File: config.mk
export PLATFORM = sky130hd
export DESIGN_NAME = dcd_dma_ctrl
export DESIGN_NICKNAME = d
export VERILOG_FILES = /design/src/rtl/dcd_dma_ctrl.v /design/src/rtl/dcd_fifo.v
export VERILOG_INCLUDE_DIRS = /design/src /design/src/common
export SDC_FILE = /design/constraint.sdc
export NUM_CORES = 1
export LEC_CHECK = 0
export BUFFER_PORTS_ARGS = -buffer_cell sky130_fd_sc_hd__buf_2
export CORE_ASPECT_RATIO = 0.8
export CORE_MARGIN = 3
export CORE_UTILIZATION = 36
export CTS_CLUSTER_SIZE = 8
export DETAILED_ROUTE_END_ITERATION = 10
export RECOVER_POWER = 25
export SLEW_MARGIN = 20
export SYNTH_ARGS = -nofsm -noshare
export SYNTH_HDL_FRONTEND = slang
export SYNTH_SLANG_ARGS = --single-unit
File: constraint.sdc
create_clock -name CLK -period 8.7 [get_ports CLK]
set_input_delay 0.87 -clock CLK [delete_from_list [all_inputs] [get_ports CLK]]
set_output_delay 0.87 -clock CLK [all_outputs]
set_load 0.03 [all_outputs]
File: src/common/dcd_regs.vh
`ifndef DCD_REGS_VH
`define DCD_REGS_VH

// Register offsets in CPU I/O space
`define DCD_OFS_STATUS 8'h30
`define DCD_OFS_CH0_MODE 8'h31
`define DCD_OFS_WAIT_CTL 8'h32

// Status/enable register fields
`define DCD_ST_CH1_EN 7
`define DCD_ST_CH0_EN 6
`define DCD_ST_CH1_GUARD 5
`define DCD_ST_CH0_GUARD 4
`define DCD_ST_CH1_IRQ_EN 3
`define DCD_ST_CH0_IRQ_EN 2
`define DCD_ST_MAIN_EN 0

// Channel 0 mode register fields
`define DCD_MD_DEST_HI 5
`define DCD_MD_DEST_LO 4
`define DCD_MD_SRC_HI 3
`define DCD_MD_SRC_LO 2
`define DCD_MD_BURST 1

// Wait control register fields
`define DCD_WC_MEM_HI 7
`define DCD_WC_MEM_LO 6
`define DCD_WC_IO_HI 5
`define DCD_WC_IO_LO 4
`define DCD_WC_SENSE0 3
`define DCD_WC_SENSE1 2
`define DCD_WC_DIR_HI 1
`define DCD_WC_DIR_LO 0

// Reset values
`define DCD_RST_STATUS_BITS 1'b0
`define DCD_RST_CH0_MODE 8'h00
`define DCD_RST_WAIT_CTL 8'hF0

// Address step codes shared by the mode fields
`define DCD_STEP_INC 2'h0
`define DCD_STEP_DEC 2'h1
`define DCD_STEP_FIX 2'h2
`define DCD_STEP_IO 2'h3

// Request select codes
`define DCD_REQ_PIN 3'h0
`define DCD_REQ_SER0 3'h1
`define DCD_REQ_SER1 3'h2

// Timing counts in clocks
`define DCD_MEM_CYCLE_CLK 3'h3
`define DCD_IO_CYCLE_CLK 3'h3
`define DCD_CPU_CYCLE_CLK 3'h3

`endif

File: src/rtl/dcd_dma_ctrl.v
// Functional notes
// - A channel transfers only while its enable bit and the main enable are both set.
// - Byte count reaching zero ends the transfer and hardware clears that channel enable.
// - Channel enable low with its interrupt enable high raises a DMA interrupt request.
// - A write alters a channel enable only when its guard bit is written as zero.
// - Both guard bit positions always read back as one.
// - Writing one to a channel enable also sets main enable; zero stops it, restartable.
// - Main enable is not writable; a non-maskable interrupt clears it.
// - Reset clears both channel enables, both interrupt enables and main enable.
// - Channel 0 destination mode: increment, decrement, fixed memory, fixed I/O; resets 00.
// - Channel 0 source mode uses the same four codes.
// - For memory to memory, burst select one gives burst, zero cycle steal; resets zero.
// - Burst holds the bus to count zero; cycle steal gives CPU one cycle per byte.
// - With an I/O side, channel 0 is paced by its request and ignores burst select.
// - Memory wait field adds 0 to 3 waits to memory cycles; resets to 11.
// - I/O wait field adds 1 to 4 waits to the 3-clock I/O cycle; resets 11.
// - Sense bits: upper for channel 0, lower for channel 1; 0 level, 1 edge.
// - Channel 1 mode picks direction and memory step; the I/O address stays fixed.
// - Channel 1 I/O destination request: pin, serial 0 or serial 1 transmit-empty.
// - Channel 1 I/O source request: pin, serial 0 or serial 1 receive-full.
// - Each byte decrements the count; zero terminates; software loads the count first.
`timescale 1ns/1ps
`include "dcd_regs.vh"
module dcd_dma_ctrl #(
  parameter FIFO_DEPTH = 16,
  parameter FIFO_AW = 4
) (
  // Clock and reset
  input wire CLK,
  input wire RST,
  // CPU I/O register port
  input wire [7:0] IO_ADDR,
  input wire IO_WR,
  input wire IO_RD,
  input wire [7:0] IO_WDATA,
  output reg [7:0] IO_RDATA,
  // Byte count loading and request source selection
  input wire CH0_COUNT_LOAD,
  input wire [15:0] CH0_COUNT_IN,
  input wire CH1_COUNT_LOAD,
  input wire [15:0] CH1_COUNT_IN,
  input wire [1:0] CH0_REQ_SEL,
  input wire [2:0] CH1_REQ_SEL,
  // Request sources and NMI: pins from outside, serial flags on-chip
  input wire NMI_N,
  input wire CH0_REQUEST_PIN_N,
  input wire CHAN1_REQUEST_PIN_N,
  input wire SER0_TRANSMIT_EMPTY_FLAG,
  input wire SER0_RECEIVE_FULL_FLAG,
  input wire SER1_TRANSMIT_EMPTY_FLAG,
  input wire SER1_RECEIVE_FULL_FLAG,
  // System bus cycle control
  output wire BUS_HOLD,
  output wire BUS_RD,
  output wire BUS_WR,
  output wire BUS_IO,
  output wire BUS_CH,
  output wire [1:0] BUS_STEP,
  output wire BUS_DONE,
  input wire [7:0] BUS_RDATA,
  output wire [7:0] BUS_WDATA,
  // Shared wait-state settings and status
  output wire [1:0] MEM_WAIT_STATES,
  output wire [2:0] IO_WAIT_STATES,
  output wire [15:0] CH0_COUNT,
  output wire [15:0] CH1_COUNT,
  output wire DMA_IRQ
);
  localparam S_IDLE = 2'b00;
  localparam S_RD = 2'b01;
  localparam S_WR = 2'b10;
  localparam S_GAP = 2'b11;
  localparam [2:0] MEM_BASE = `DCD_MEM_CYCLE_CLK - 3'h1;
  localparam [2:0] IO_BASE = `DCD_IO_CYCLE_CLK - 3'h1;
  localparam [2:0] GAP_LEN = `DCD_CPU_CYCLE_CLK - 3'h1;

  reg ch1_enable_r;
  reg chan0_enable_r;
  reg chan1_irq_enable_r;
  reg chan0_irq_enable_r;
  reg main_transfer_enable_r;
  reg [7:0] mode_r;
  reg [7:0] wctl_r;
  reg [15:0] cnt0_r;
  reg [15:0] cnt1_r;
  reg [1:0] state_r;
  reg [1:0] state_nxt;
  reg [2:0] tick_r;
  reg ch_r;
  reg [2:0] sync0_r;
  reg [2:0] sync1_r;
  reg [2:0] nmi_sync_r;
  reg raw0_q_r;
  reg raw1_q_r;
  reg edge0_r;
  reg edge1_r;

  wire wr_status = IO_WR & (IO_ADDR == `DCD_OFS_STATUS);
  wire nmi_event = nmi_sync_r[2] & ~nmi_sync_r[1];
  wire [1:0] chan0_dest_mode = mode_r[`DCD_MD_DEST_HI:`DCD_MD_DEST_LO];
  wire [1:0] chan0_src_mode = mode_r[`DCD_MD_SRC_HI:`DCD_MD_SRC_LO];
  wire burst_select = mode_r[`DCD_MD_BURST];
  wire [1:0] memory_wait_count = wctl_r[`DCD_WC_MEM_HI:`DCD_WC_MEM_LO];
  wire [1:0] io_wait_count = wctl_r[`DCD_WC_IO_HI:`DCD_WC_IO_LO];
  wire [1:0] chan1_direction_mode = wctl_r[`DCD_WC_DIR_HI:`DCD_WC_DIR_LO];

  // Channel 0 is paced only when one side is I/O
  wire src0_io = (chan0_src_mode == `DCD_STEP_IO);
  wire dst0_io = (chan0_dest_mode == `DCD_STEP_IO);
  wire ch0_paced = src0_io | dst0_io;
  wire ch0_memmem = ~ch0_paced;

  // Request source selection; reserved codes never request
  reg raw0;
  reg raw1;
  always @*
  begin
    case (CH0_REQ_SEL)
      2'h0: raw0 = sync0_r[2];
      2'h1: raw0 = src0_io ? SER0_RECEIVE_FULL_FLAG : SER0_TRANSMIT_EMPTY_FLAG;
      2'h2: raw0 = src0_io ? SER1_RECEIVE_FULL_FLAG : SER1_TRANSMIT_EMPTY_FLAG;
      default: raw0 = 1'b0;
    endcase
    case (CH1_REQ_SEL)
      `DCD_REQ_PIN: raw1 = sync1_r[2];
      `DCD_REQ_SER0: raw1 = chan1_direction_mode[1] ? SER0_RECEIVE_FULL_FLAG : SER0_TRANSMIT_EMPTY_FLAG;
      `DCD_REQ_SER1: raw1 = chan1_direction_mode[1] ? SER1_RECEIVE_FULL_FLAG : SER1_TRANSMIT_EMPTY_FLAG;
      default: raw1 = 1'b0;
    endcase
  end

  // Level sense uses the raw request, edge sense a latched rising edge
  wire req0 = wctl_r[`DCD_WC_SENSE0] ? edge0_r : raw0;
  wire req1 = wctl_r[`DCD_WC_SENSE1] ? edge1_r : raw1;

  // Channel readiness, channel 0 first in priority
  wire run0 = chan0_enable_r & main_transfer_enable_r;
  wire run1 = ch1_enable_r & main_transfer_enable_r;
  wire go0 = run0 & (cnt0_r != 16'h0000) & (ch0_memmem | req0);
  wire go1 = run1 & (cnt1_r != 16'h0000) & req1;

  // Side attributes of the active channel
  wire rd_io = ch_r ? chan1_direction_mode[1] : src0_io;
  wire wr_io = ch_r ? ~chan1_direction_mode[1] : dst0_io;
  wire [1:0] ch1_mem_step = chan1_direction_mode[0] ? `DCD_STEP_DEC : `DCD_STEP_INC;
  wire [1:0] rd_step = ch_r ? (chan1_direction_mode[1] ? `DCD_STEP_IO : ch1_mem_step) : chan0_src_mode;
  wire [1:0] wr_step = ch_r ? (chan1_direction_mode[1] ? ch1_mem_step : `DCD_STEP_IO) : chan0_dest_mode;
  wire cur_io = (state_r == S_WR) ? wr_io : rd_io;

  // Cycle length: base clocks plus the programmed waits
  wire [2:0] mem_len = MEM_BASE + {1'b0, memory_wait_count};
  wire [2:0] io_len = IO_BASE + {1'b0, io_wait_count} + 3'h1;
  wire [2:0] rd_len = rd_io ? io_len : mem_len;
  wire [2:0] wr_len = wr_io ? io_len : mem_len;

  // Bytes pass through the FIFO between the read and write cycles
  wire fifo_in_ready;
  wire fifo_out_valid;
  wire rd_end = (state_r == S_RD) & (tick_r == 3'h0) & fifo_in_ready;
  wire wr_end = (state_r == S_WR) & (tick_r == 3'h0) & fifo_out_valid;
  wire [15:0] cur_cnt = ch_r ? cnt1_r : cnt0_r;
  wire last_byte = (cur_cnt == 16'h0001);
  wire start0 = (state_r == S_IDLE) & go0;
  wire start1 = (state_r == S_IDLE) & ~go0 & go1;
  wire burst_on = ~ch_r & ch0_memmem & burst_select;

  dcd_fifo #(
    .WIDTH(8),
    .DEPTH(FIFO_DEPTH),
    .AW(FIFO_AW)
  ) u_fifo (
    .clk(CLK),
    .rst(RST),
    .in_valid(rd_end),
    .in_ready(fifo_in_ready),
    .in_data(BUS_RDATA),
    .out_valid(fifo_out_valid),
    .out_ready(wr_end),
    .out_data(BUS_WDATA)
  );

  // Transfer sequencer
  always @*
  begin
    state_nxt = state_r;
    case (state_r)
      S_IDLE:
        if (go0 | go1)
          state_nxt = S_RD;
      S_RD:
        if (rd_end)
          state_nxt = S_WR;
      S_WR:
        if (wr_end)
        begin
          if (last_byte | ~run0 | ch_r | ch0_paced)
            state_nxt = S_IDLE;
          else if (burst_on)
            state_nxt = S_RD;
          else
            state_nxt = S_GAP;
        end
      S_GAP:
        if (tick_r == 3'h0)
          state_nxt = S_IDLE;
      default:
        state_nxt = S_IDLE;
    endcase
  end

  // Sequencer registers and cycle timer
  always @(posedge CLK or posedge RST)
  begin
    if (RST)
    begin
      state_r <= S_IDLE;
      tick_r <= 3'h0;
      ch_r <= 1'b0;
    end
    else
    begin
      state_r <= state_nxt;
      if (start0 | start1)
      begin
        ch_r <= start1;
        tick_r <= start1 ? (chan1_direction_mode[1] ? io_len : mem_len) : (src0_io ? io_len : mem_len);
      end
      else if (rd_end)
        tick_r <= wr_len;
      else if (wr_end)
        tick_r <= (state_nxt == S_RD) ? rd_len : GAP_LEN;
      else if (tick_r != 3'h0)
        tick_r <= tick_r - 3'h1;
    end
  end

  // Synchronisers for the pins; first stage feeds only the second
  always @(posedge CLK or posedge RST)
  begin
    if (RST)
    begin
      sync0_r <= 3'h0;
      sync1_r <= 3'h0;
      nmi_sync_r <= 3'h7;
    end
    else
    begin
      sync0_r <= {sync0_r[1:0], ~CH0_REQUEST_PIN_N};
      sync1_r <= {sync1_r[1:0], ~CHAN1_REQUEST_PIN_N};
      nmi_sync_r <= {nmi_sync_r[1:0], NMI_N};
    end
  end

  // Edge latches: a new edge wins over the clear at transfer start; level sense keeps them
  // empty, so an edge seen while level sensing cannot start a transfer after a mode change
  always @(posedge CLK or posedge RST)
  begin
    if (RST)
    begin
      raw0_q_r <= 1'b0;
      raw1_q_r <= 1'b0;
      edge0_r <= 1'b0;
      edge1_r <= 1'b0;
    end
    else
    begin
      raw0_q_r <= raw0;
      raw1_q_r <= raw1;
      edge0_r <= wctl_r[`DCD_WC_SENSE0] & ((raw0 & ~raw0_q_r) | (edge0_r & ~start0));
      edge1_r <= wctl_r[`DCD_WC_SENSE1] & ((raw1 & ~raw1_q_r) | (edge1_r & ~start1));
    end
  end

  // Byte counters, decremented once per completed byte
  always @(posedge CLK or posedge RST)
  begin
    if (RST)
    begin
      cnt0_r <= 16'h0000;
      cnt1_r <= 16'h0000;
    end
    else
    begin
      if (CH0_COUNT_LOAD)
        cnt0_r <= CH0_COUNT_IN;
      else if (wr_end & ~ch_r)
        cnt0_r <= cnt0_r - 16'h0001;
      if (CH1_COUNT_LOAD)
        cnt1_r <= CH1_COUNT_IN;
      else if (wr_end & ch_r)
        cnt1_r <= cnt1_r - 16'h0001;
    end
  end

  // Status/enable bits; a software write with the guard bit zero wins over hardware termination
  always @(posedge CLK or posedge RST)
  begin
    if (RST)
    begin
      ch1_enable_r <= `DCD_RST_STATUS_BITS;
      chan0_enable_r <= `DCD_RST_STATUS_BITS;
      chan1_irq_enable_r <= `DCD_RST_STATUS_BITS;
      chan0_irq_enable_r <= `DCD_RST_STATUS_BITS;
      main_transfer_enable_r <= `DCD_RST_STATUS_BITS;
    end
    else
    begin
      if (wr_status & ~IO_WDATA[`DCD_ST_CH1_GUARD])
        ch1_enable_r <= IO_WDATA[`DCD_ST_CH1_EN];
      else if (run1 & (cnt1_r == 16'h0000 | (wr_end & ch_r & last_byte)))
        ch1_enable_r <= 1'b0;
      if (wr_status & ~IO_WDATA[`DCD_ST_CH0_GUARD])
        chan0_enable_r <= IO_WDATA[`DCD_ST_CH0_EN];
      else if (run0 & (cnt0_r == 16'h0000 | (wr_end & ~ch_r & last_byte)))
        chan0_enable_r <= 1'b0;
      if (wr_status)
      begin
        chan1_irq_enable_r <= IO_WDATA[`DCD_ST_CH1_IRQ_EN];
        chan0_irq_enable_r <= IO_WDATA[`DCD_ST_CH0_IRQ_EN];
      end
      // NMI halts DMA even against a restarting write in the same cycle
      if (nmi_event)
        main_transfer_enable_r <= 1'b0;
      else if (wr_status & ((~IO_WDATA[`DCD_ST_CH1_GUARD] & IO_WDATA[`DCD_ST_CH1_EN]) |
                            (~IO_WDATA[`DCD_ST_CH0_GUARD] & IO_WDATA[`DCD_ST_CH0_EN])))
        main_transfer_enable_r <= 1'b1;
    end
  end

  // Mode and wait control registers
  always @(posedge CLK or posedge RST)
  begin
    if (RST)
    begin
      mode_r <= `DCD_RST_CH0_MODE;
      wctl_r <= `DCD_RST_WAIT_CTL;
    end
    else
    begin
      if (IO_WR & (IO_ADDR == `DCD_OFS_CH0_MODE))
        mode_r <= {2'b00, IO_WDATA[5:1], 1'b0};
      if (IO_WR & (IO_ADDR == `DCD_OFS_WAIT_CTL))
        wctl_r <= IO_WDATA;
    end
  end

  // Registered read data; unmapped addresses read zero
  always @(posedge CLK or posedge RST)
  begin
    if (RST)
      IO_RDATA <= 8'h00;
    else if (IO_RD)
    begin
      case (IO_ADDR)
        `DCD_OFS_STATUS: IO_RDATA <= {ch1_enable_r, chan0_enable_r, 2'b11, chan1_irq_enable_r,
                                      chan0_irq_enable_r, 1'b0, main_transfer_enable_r};
        `DCD_OFS_CH0_MODE: IO_RDATA <= mode_r;
        `DCD_OFS_WAIT_CTL: IO_RDATA <= wctl_r;
        default: IO_RDATA <= 8'h00;
      endcase
    end
  end

  // Bus side outputs; the gap state hands the bus to the CPU
  assign BUS_HOLD = (state_r == S_RD) | (state_r == S_WR);
  assign BUS_RD = (state_r == S_RD);
  assign BUS_WR = (state_r == S_WR);
  assign BUS_IO = BUS_HOLD & cur_io;
  assign BUS_CH = ch_r;
  assign BUS_STEP = (state_r == S_WR) ? wr_step : rd_step;
  assign BUS_DONE = rd_end | wr_end;
  assign MEM_WAIT_STATES = memory_wait_count;
  assign IO_WAIT_STATES = {1'b0, io_wait_count} + 3'h1;
  assign CH0_COUNT = cnt0_r;
  assign CH1_COUNT = cnt1_r;
  // Termination requests stay up while the condition holds
  assign DMA_IRQ = (~ch1_enable_r & chan1_irq_enable_r) | (~chan0_enable_r & chan0_irq_enable_r);
endmodule

File: src/rtl/dcd_fifo.v
`timescale 1ns/1ps
module dcd_fifo #(
  parameter WIDTH = 8,
  parameter DEPTH = 16,
  parameter AW = 4
) (
  // Clock and reset
  input wire clk,
  input wire rst,
  // Fill side
  input wire in_valid,
  output wire in_ready,
  input wire [WIDTH-1:0] in_data,
  // Drain side
  output wire out_valid,
  input wire out_ready,
  output wire [WIDTH-1:0] out_data
);
  reg [WIDTH-1:0] mem_r [0:DEPTH-1];
  reg [AW-1:0] wr_ptr_r;
  reg [AW-1:0] rd_ptr_r;
  reg [AW:0] level_r;
  wire push;
  wire pop;

  // Honest flags from the occupancy count
  assign in_ready = (level_r != DEPTH[AW:0]);
  assign out_valid = (level_r != {(AW+1){1'b0}});
  assign out_data = mem_r[rd_ptr_r];
  assign push = in_valid & in_ready;
  assign pop = out_valid & out_ready;

  // Storage has no reset; only pointers and count need a known start
  always @(posedge clk)
  begin
    if (push)
      mem_r[wr_ptr_r] <= in_data;
  end

  // Pointers wrap at DEPTH, which need not be a power of two
  always @(posedge clk or posedge rst)
  begin
    if (rst)
    begin
      wr_ptr_r <= {AW{1'b0}};
      rd_ptr_r <= {AW{1'b0}};
      level_r <= {(AW+1){1'b0}};
    end
    else
    begin
      if (push)
        wr_ptr_r <= (wr_ptr_r == DEPTH[AW-1:0] - 1'b1) ? {AW{1'b0}} : wr_ptr_r + 1'b1;
      if (pop)
        rd_ptr_r <= (rd_ptr_r == DEPTH[AW-1:0] - 1'b1) ? {AW{1'b0}} : rd_ptr_r + 1'b1;
      if (push & ~pop)
        level_r <= level_r + 1'b1;
      else if (pop & ~push)
        level_r <= level_r - 1'b1;
    end
  end
endmodule

# ---- After elaboration in Yosys (flattened, before gate mapping)
# Memory sizes are Yosys's and may differ from the RTL's.
# Index checks and enable logic that the tools add are counted.
# Widths: inputs -> output; s select.
dict set report totals {
  reg_bits 90
  ram_bits 128
  in_bits 74
  output_inout_bits 62
  elab_cells 197
  mem_count 1
}
dict set report op_classes {
  n_addsub 11
  eq_ne 17
  n_mux 52
  bitwise 76
  reduce_logical 17
}
# memory depth width read_ports rd_ports_with_merged_regs write_ports line
set memory_table {}
lappend memory_table {u_fifo.mem_r 16 8 1 0 1 dcd_fifo.v:19} ;# reg [WIDTH-1:0] mem_r [0:DEPTH-1];
# cell count
set ops {}
lappend ops {{$mux 16} 5}
lappend ops {{$and 1x1->1} 43}
lappend ops {{$logic_not 16->1} 2}
lappend ops {{$reduce_bool 16->1} 2}
lappend ops {{$sub 16x1->16 const B} 2}
lappend ops {{$mux 3} 10}
lappend ops {{$eq 8x6->1 const B} 3}
lappend ops {{$pmux 8 s3} 1}
lappend ops {{$mux 2} 11}
lappend ops {{$mux 1} 18}
lappend ops {{$not 1->1} 18}
lappend ops {{$eq 16x1->1 const B} 1}
lappend ops {{$or 1x1->1} 15}
lappend ops {{$reduce_bool 2->1} 6}
lappend ops {{$eq 2x2->1 const B} 5}
lappend ops {{$mux 5} 2}
lappend ops {{$add 4x1->4 const B} 2}
lappend ops {{$eq 4x4->1 const B} 2}
lappend ops {{$mux 4} 2}
lappend ops {{$pmux 2 s4} 1}
lappend ops {{$add 2x2->3 const A} 2}
lappend ops {{$eq 2x1->1 const B} 3}
lappend ops {{$logic_not 3->1} 2}
lappend ops {{$pmux 1 s3} 2}
lappend ops {{12 further kinds} 13}

# ---- Longest topological paths before layout
dict set report depth {
  depth_word 14
  ltp_mapped 14
  mapped_depth_nobuf 13
}

# ---- By module
# Synthesis repeated with hierarchy kept, for this count alone.
dict set report hier_totals {
  cells_unflattened 816
  area_unflattened_um2 10159.7
}
# mod n_inst cells_each area_per_inst_um2 seq_area_each_um2
set modules_own_cells {}
lappend modules_own_cells {dcd_fifo 1 334 5834.3 4169.0}
lappend modules_own_cells {dcd_dma_ctrl 1 482 4325.4 1935.6}

# ---- Worst setup path before layout
# OpenSTA, ideal clock, no wires.
dict set report synth_timing {
  path_kind {flip-flop to output port}
  startpoint {register u_fifo.rd_ptr_r[0]}
  endpoint {output BUS_WDATA[1]}
  arrival_ns 2.310
  required_ns 7.830
  slack_ns 5.520
  stages_incl_launch_ff 5
  path_buffers 2
  cell_sequence {dfrtp_1 -> clkbuf_1 -> clkbuf_1 -> mux4_2 -> mux4_2}
}
dict set report synth_between {
  elab_chain_cells 1
}
# element line
set synth_lines {}
lappend synth_lines {{from (decl)} dcd_fifo.v:21} ;# reg [AW-1:0] rd_ptr_r;
lappend synth_lines {{from (signal assigned)} dcd_fifo.v:46} ;# rd_ptr_r <= {AW{1'b0}};
lappend synth_lines {{from (signal assigned)} dcd_fifo.v:54} ;# rd_ptr_r <= (rd_ptr_r == DEPTH[AW-1:0] - 1'b1) ? {AW{1'b0}} : rd_ptr_r + 1'b1;
lappend synth_lines {{$mem_v2 16x8} n/a}
lappend synth_lines {{to (decl)} dcd_dma_ctrl.v:61} ;# output wire [7:0] BUS_WDATA,
# No other way between the ends.

# ---- Final worst setup path
dict set report layout_timing {
  startpoint {register u_fifo.rd_ptr_r[0]}
  endpoint {output BUS_WDATA[4]}
}
# The elaborated chain is that of the path after synthesis.

==> results.md <==
* Top cell type's share of synthesized area at between 30% and 40%
* Pre-antenna DRT Iters at 5
* Min Clock Period, post-route at 3630 ps
* TritonCTS clock tree: built
* Clk_skew at 15.0 ps
* Vias in the first global route at 6,508
* Final period util at between 40% and 50%
* Dpl hpwl at 16,200 um
* Final Worst Setup Slack at roughly 5100 ps
* Area occupied by multi-input gates at 0.00375 sq mm
* Max FO, Critical Path at 37
* Non-filler cells, final at 1,289
* Post-synth cell types at 72
* Die X at 194 um
* Dominant synthesized flop cell: edfxtp_1
* FFs w/ async S/R, synth at 41.3%
* Gate Count Post-Synth at 760
* Switch share at 30.7%
* Setup crit start kind: flop
* Clock Tree Buf Depth at 3
* Overall Global Routing Usage at 15.7%
* Max-cap violations at 0
* Post-placement cell count at 1,232
* Final Cell Area at 0.0120 sq mm
* Total congestion overflow at 0
* Max IR drop VDD at approximately 0.00013 V
* Sink Count at 218
* Synthesized flop and latch total at 218
* Reg-to-reg setup timing slack at ~5400 ps
* Starting Density at ~37%
* DRC at 0
* Arr. time, crit path at 2760 ps
* Switching Power at approximately 0.00097 W
* WL final at 24,100 um
* Placement Setup Slack at 5430 ps
* Clk slew on worst S/H paths at 50 ps
* LEAKAGE at 4.67 nW
* Worst r2r src: u_fifo.level_r[0]$_DFFE_PP0P_
* Area of the die at 0.0303 sq mm
* Worst-skew pair later-pin latency at 540 ps
* CP endpoint kind: output pin
* R2r endpoint: u_fifo.level_r[4]$_DFFE_PP0P_
* Ports at roughly 140
* First-pass GRT wire length at 37,800 um
* FP Rows at 54
* Final Wtd Congestion at 0.825
* Routed len/inst at 18.7 um
* Cell Int Power at 0.00219 W
* Post-CTS setup buffers at 0
* Worst Hold Class: reg2reg
* Share of total power in the clock network at about a third
* Synth Net Count at around 860
* Sequential Power Share at 39.9%
* Fmax at 276 MHz
* ANT cells at 0
* Fill cells at ~2,500
* Share of layout cells above drive strength 1 at 26.7%
* Critical Path Source: u_fifo.rd_ptr_r[0]$_DFFE_PP0P_
* Core ar. at 0.0275 sq mm
* Via density at 5.11
* DR vias at 6,589
* Hold_sp: sync0_r[0]$_DFF_PP0_
* Initial drt markers at 435
* Post-cts resize count at 0
* Status: complete, no violations
* Syn_area_per_cell at 13.4 sq um
* Hold buffer count at CTS at 0
* TritonCTS Buffers at 31
* Sequential cell area at 0.00611 sq mm
* Pin count of the biggest net entering global routing at 74
* Seq/Total Area, Yosys at 60.1%
* Pwr Density at ~260 mW/mm^2
* ANT nets after route at 0
* Slew @ Worst Pin at approximately 940 ps
* Fin nets at 997
* PortBufs at 135
* Yosys top cell by area: edfxtp_1
* Ys Warns at 0
* Hold path endpoint: sync0_r[1]$_DFF_PP0_
* Relative slew slack at around 37%
* FF-to-FF path depth at 11
* Cell Area, Placed at 0.0112 sq mm
* Syn-to-layout area delta at 18.6%
* Synthesized area at 0.0101 sq mm
* Combinational share of power at a little over a quarter
* Setup CP Type: reg2out
* Final setup fails at 0
* Hold path cells at 0
* Root Buffer: clkbuf_16
* H-tree depth at 1
* DIE HEIGHT at 156 um
* Number of synthesized flops with an enable pin at 128
* RSZ-0062 raised after global routing: false
* Critical Path RT at 7830 ps
* Final Hold Vio Count at 0
* Setup TNS at 0 ps
* Antenna violations before repair at 0
* Top cells by area, synth: edfxtp_1, dfrtp_1, mux4_2
* Slew Viols, Final at 0
## worst max-delay path by stage
stage | cells after the start | end
3_5_place_dp | 11 | u_fifo.level_r[4]$_DFFE_PP0P_
5_1_grt | 4 | BUS_WDATA[7]
3_3_place_gp | 11 | u_fifo.level_r[4]$_DFFE_PP0P_
2_1_floorplan | 1 | BUS_CH$_DFFE_PP0N_
6_report | 4 | BUS_WDATA[4]
4_1_cts | 4 | BUS_WDATA[4]
## worst max-delay path, cell delays in order (launching register included)
cell	delay, ps
dfrtp_2	330
buf_4	550
mux4_2	600
mux4_2	510
buf_2	210
## synth_stat cells, types with 4 or more instances
| cell type | count |
|---|---|
| or3_1 | 5 |
| nand2_1 | 77 |
| nand3b_1 | 4 |
| a21o_1 | 4 |
| nor2b_1 | 6 |
| nand3_1 | 11 |
| xnor2_1 | 31 |
| o211ai_1 | 4 |
| nor3b_1 | 5 |
| mux4_2 | 40 |
| nor3_1 | 14 |
| mux2i_1 | 13 |
| ha_1 | 21 |
| dfrtp_1 | 83 |
| or4_1 | 4 |
| nor4_1 | 10 |
| xor2_1 | 8 |
| nor2_1 | 29 |
| o22ai_1 | 9 |
| buf_4 | 5 |
| o21ai_0 | 54 |
| a21oi_1 | 29 |
| edfxtp_1 | 128 |
| dfstp_2 | 7 |
| and2_1 | 18 |
| mux2_2 | 15 |
| clkbuf_1 | 22 |
| inv_1 | 39 |
## registers in the layout, indices dropped and copies added, names as in the netlist, 4 cells and up
signal	count
wctl_r	8
CH0_COUNT	16
u_fifo.level_r	5
mode_r	5
u_fifo.wr_ptr_r	4
CH1_COUNT	16
u_fifo.mem_r	128
IO_RDATA	8
u_fifo.rd_ptr_r	4
## final cells by class
| class | instances | area share, % |
|---|---|---|
| Clock buffer | 55 | 7.19 |
| Clock inverter | 2 | 0.114 |
| Inverter | 40 | 1.26 |
| Multi-Input combinational cell | 472 | 31.2 |
| Sequential cell | 218 | 50.7 |
| Tap cell | 364 | 3.78 |
| Timing Repair Buffer | 138 | 5.73 |
## kinds of logic after synthesis
group	after synthesis	share of synthesized area [%]
AO/OA/AOI/OAI	139	8.79
flip-flops	218	60.1
buffers and inverters	70	2.87
XOR/XNOR	39	3.37
AND/OR/NAND/NOR	204	10.2
adder cells (fa/ha/maj)	22	2.79
multiplexers	68	11.8
## power by group through the flow
stage	combinational (W)	sequential, W	clock, W
2_1_floorplan	0.000606	0.00128	0
3_3_place_gp	0.000827	0.00128	0
3_5_place_dp	0.000834	0.00128	0
4_1_cts	0.000836	0.00126	0.00110
5_1_grt	0.000908	0.00127	0.00115
6_report	0.000825	0.00126	0.00108
## stage by stage
stage | total power, W | hold slack (ps) | util (%)
3_5_place_dp | 0.00211 | 342 | 40.6
4_1_cts | 0.00320 | 249 | 43.8
3_3_place_gp | 0.00210 | 331 | 40.6
6_report | 0.00316 | 348 | 43.8
5_1_grt | 0.00333 | 355 | 43.8
2_1_floorplan | 0.00188 | 331 | -
## per-layer routing
metal / part of all wire, % / track usage (%) / vias up
li1: - / - / 3126
met1: 49 / 24.3 / 3235
met2: 44 / 23.5 / 198
met3: 5.5 / 2.87 / 30
met4: 1.5 / 2.99 / 0
met5: 0 / 0 / -
## placed cells by master, fill, tap and decap left out, types with 3 or more instances in the layout
master,instances
mux2i_1,13
nand4_1,3
nor3b_1,5
or3_1,5
a211oi_1,3
mux4_2,40
nand2_1,77
edfxtp_1,128
dfrtp_1,82
mux2_2,15
dfstp_2,6
a21o_1,4
buf_2,128
inv_1,38
o221ai_1,3
nand3b_1,4
o22ai_1,9
clkbuf_1,31
nor3_1,14
o211a_1,3
nand3_1,11
o211ai_1,4
clkbuf_16,31
and2_1,18
nor2b_1,6
o21ai_0,54
xnor2_1,31
nor4_1,10
nor2_1,29
buf_4,3
or4_1,4
a21oi_1,29
ha_1,21
xor2_1,8
and3_1,3
No activity file was read; power rests on OpenSTA's default activity.
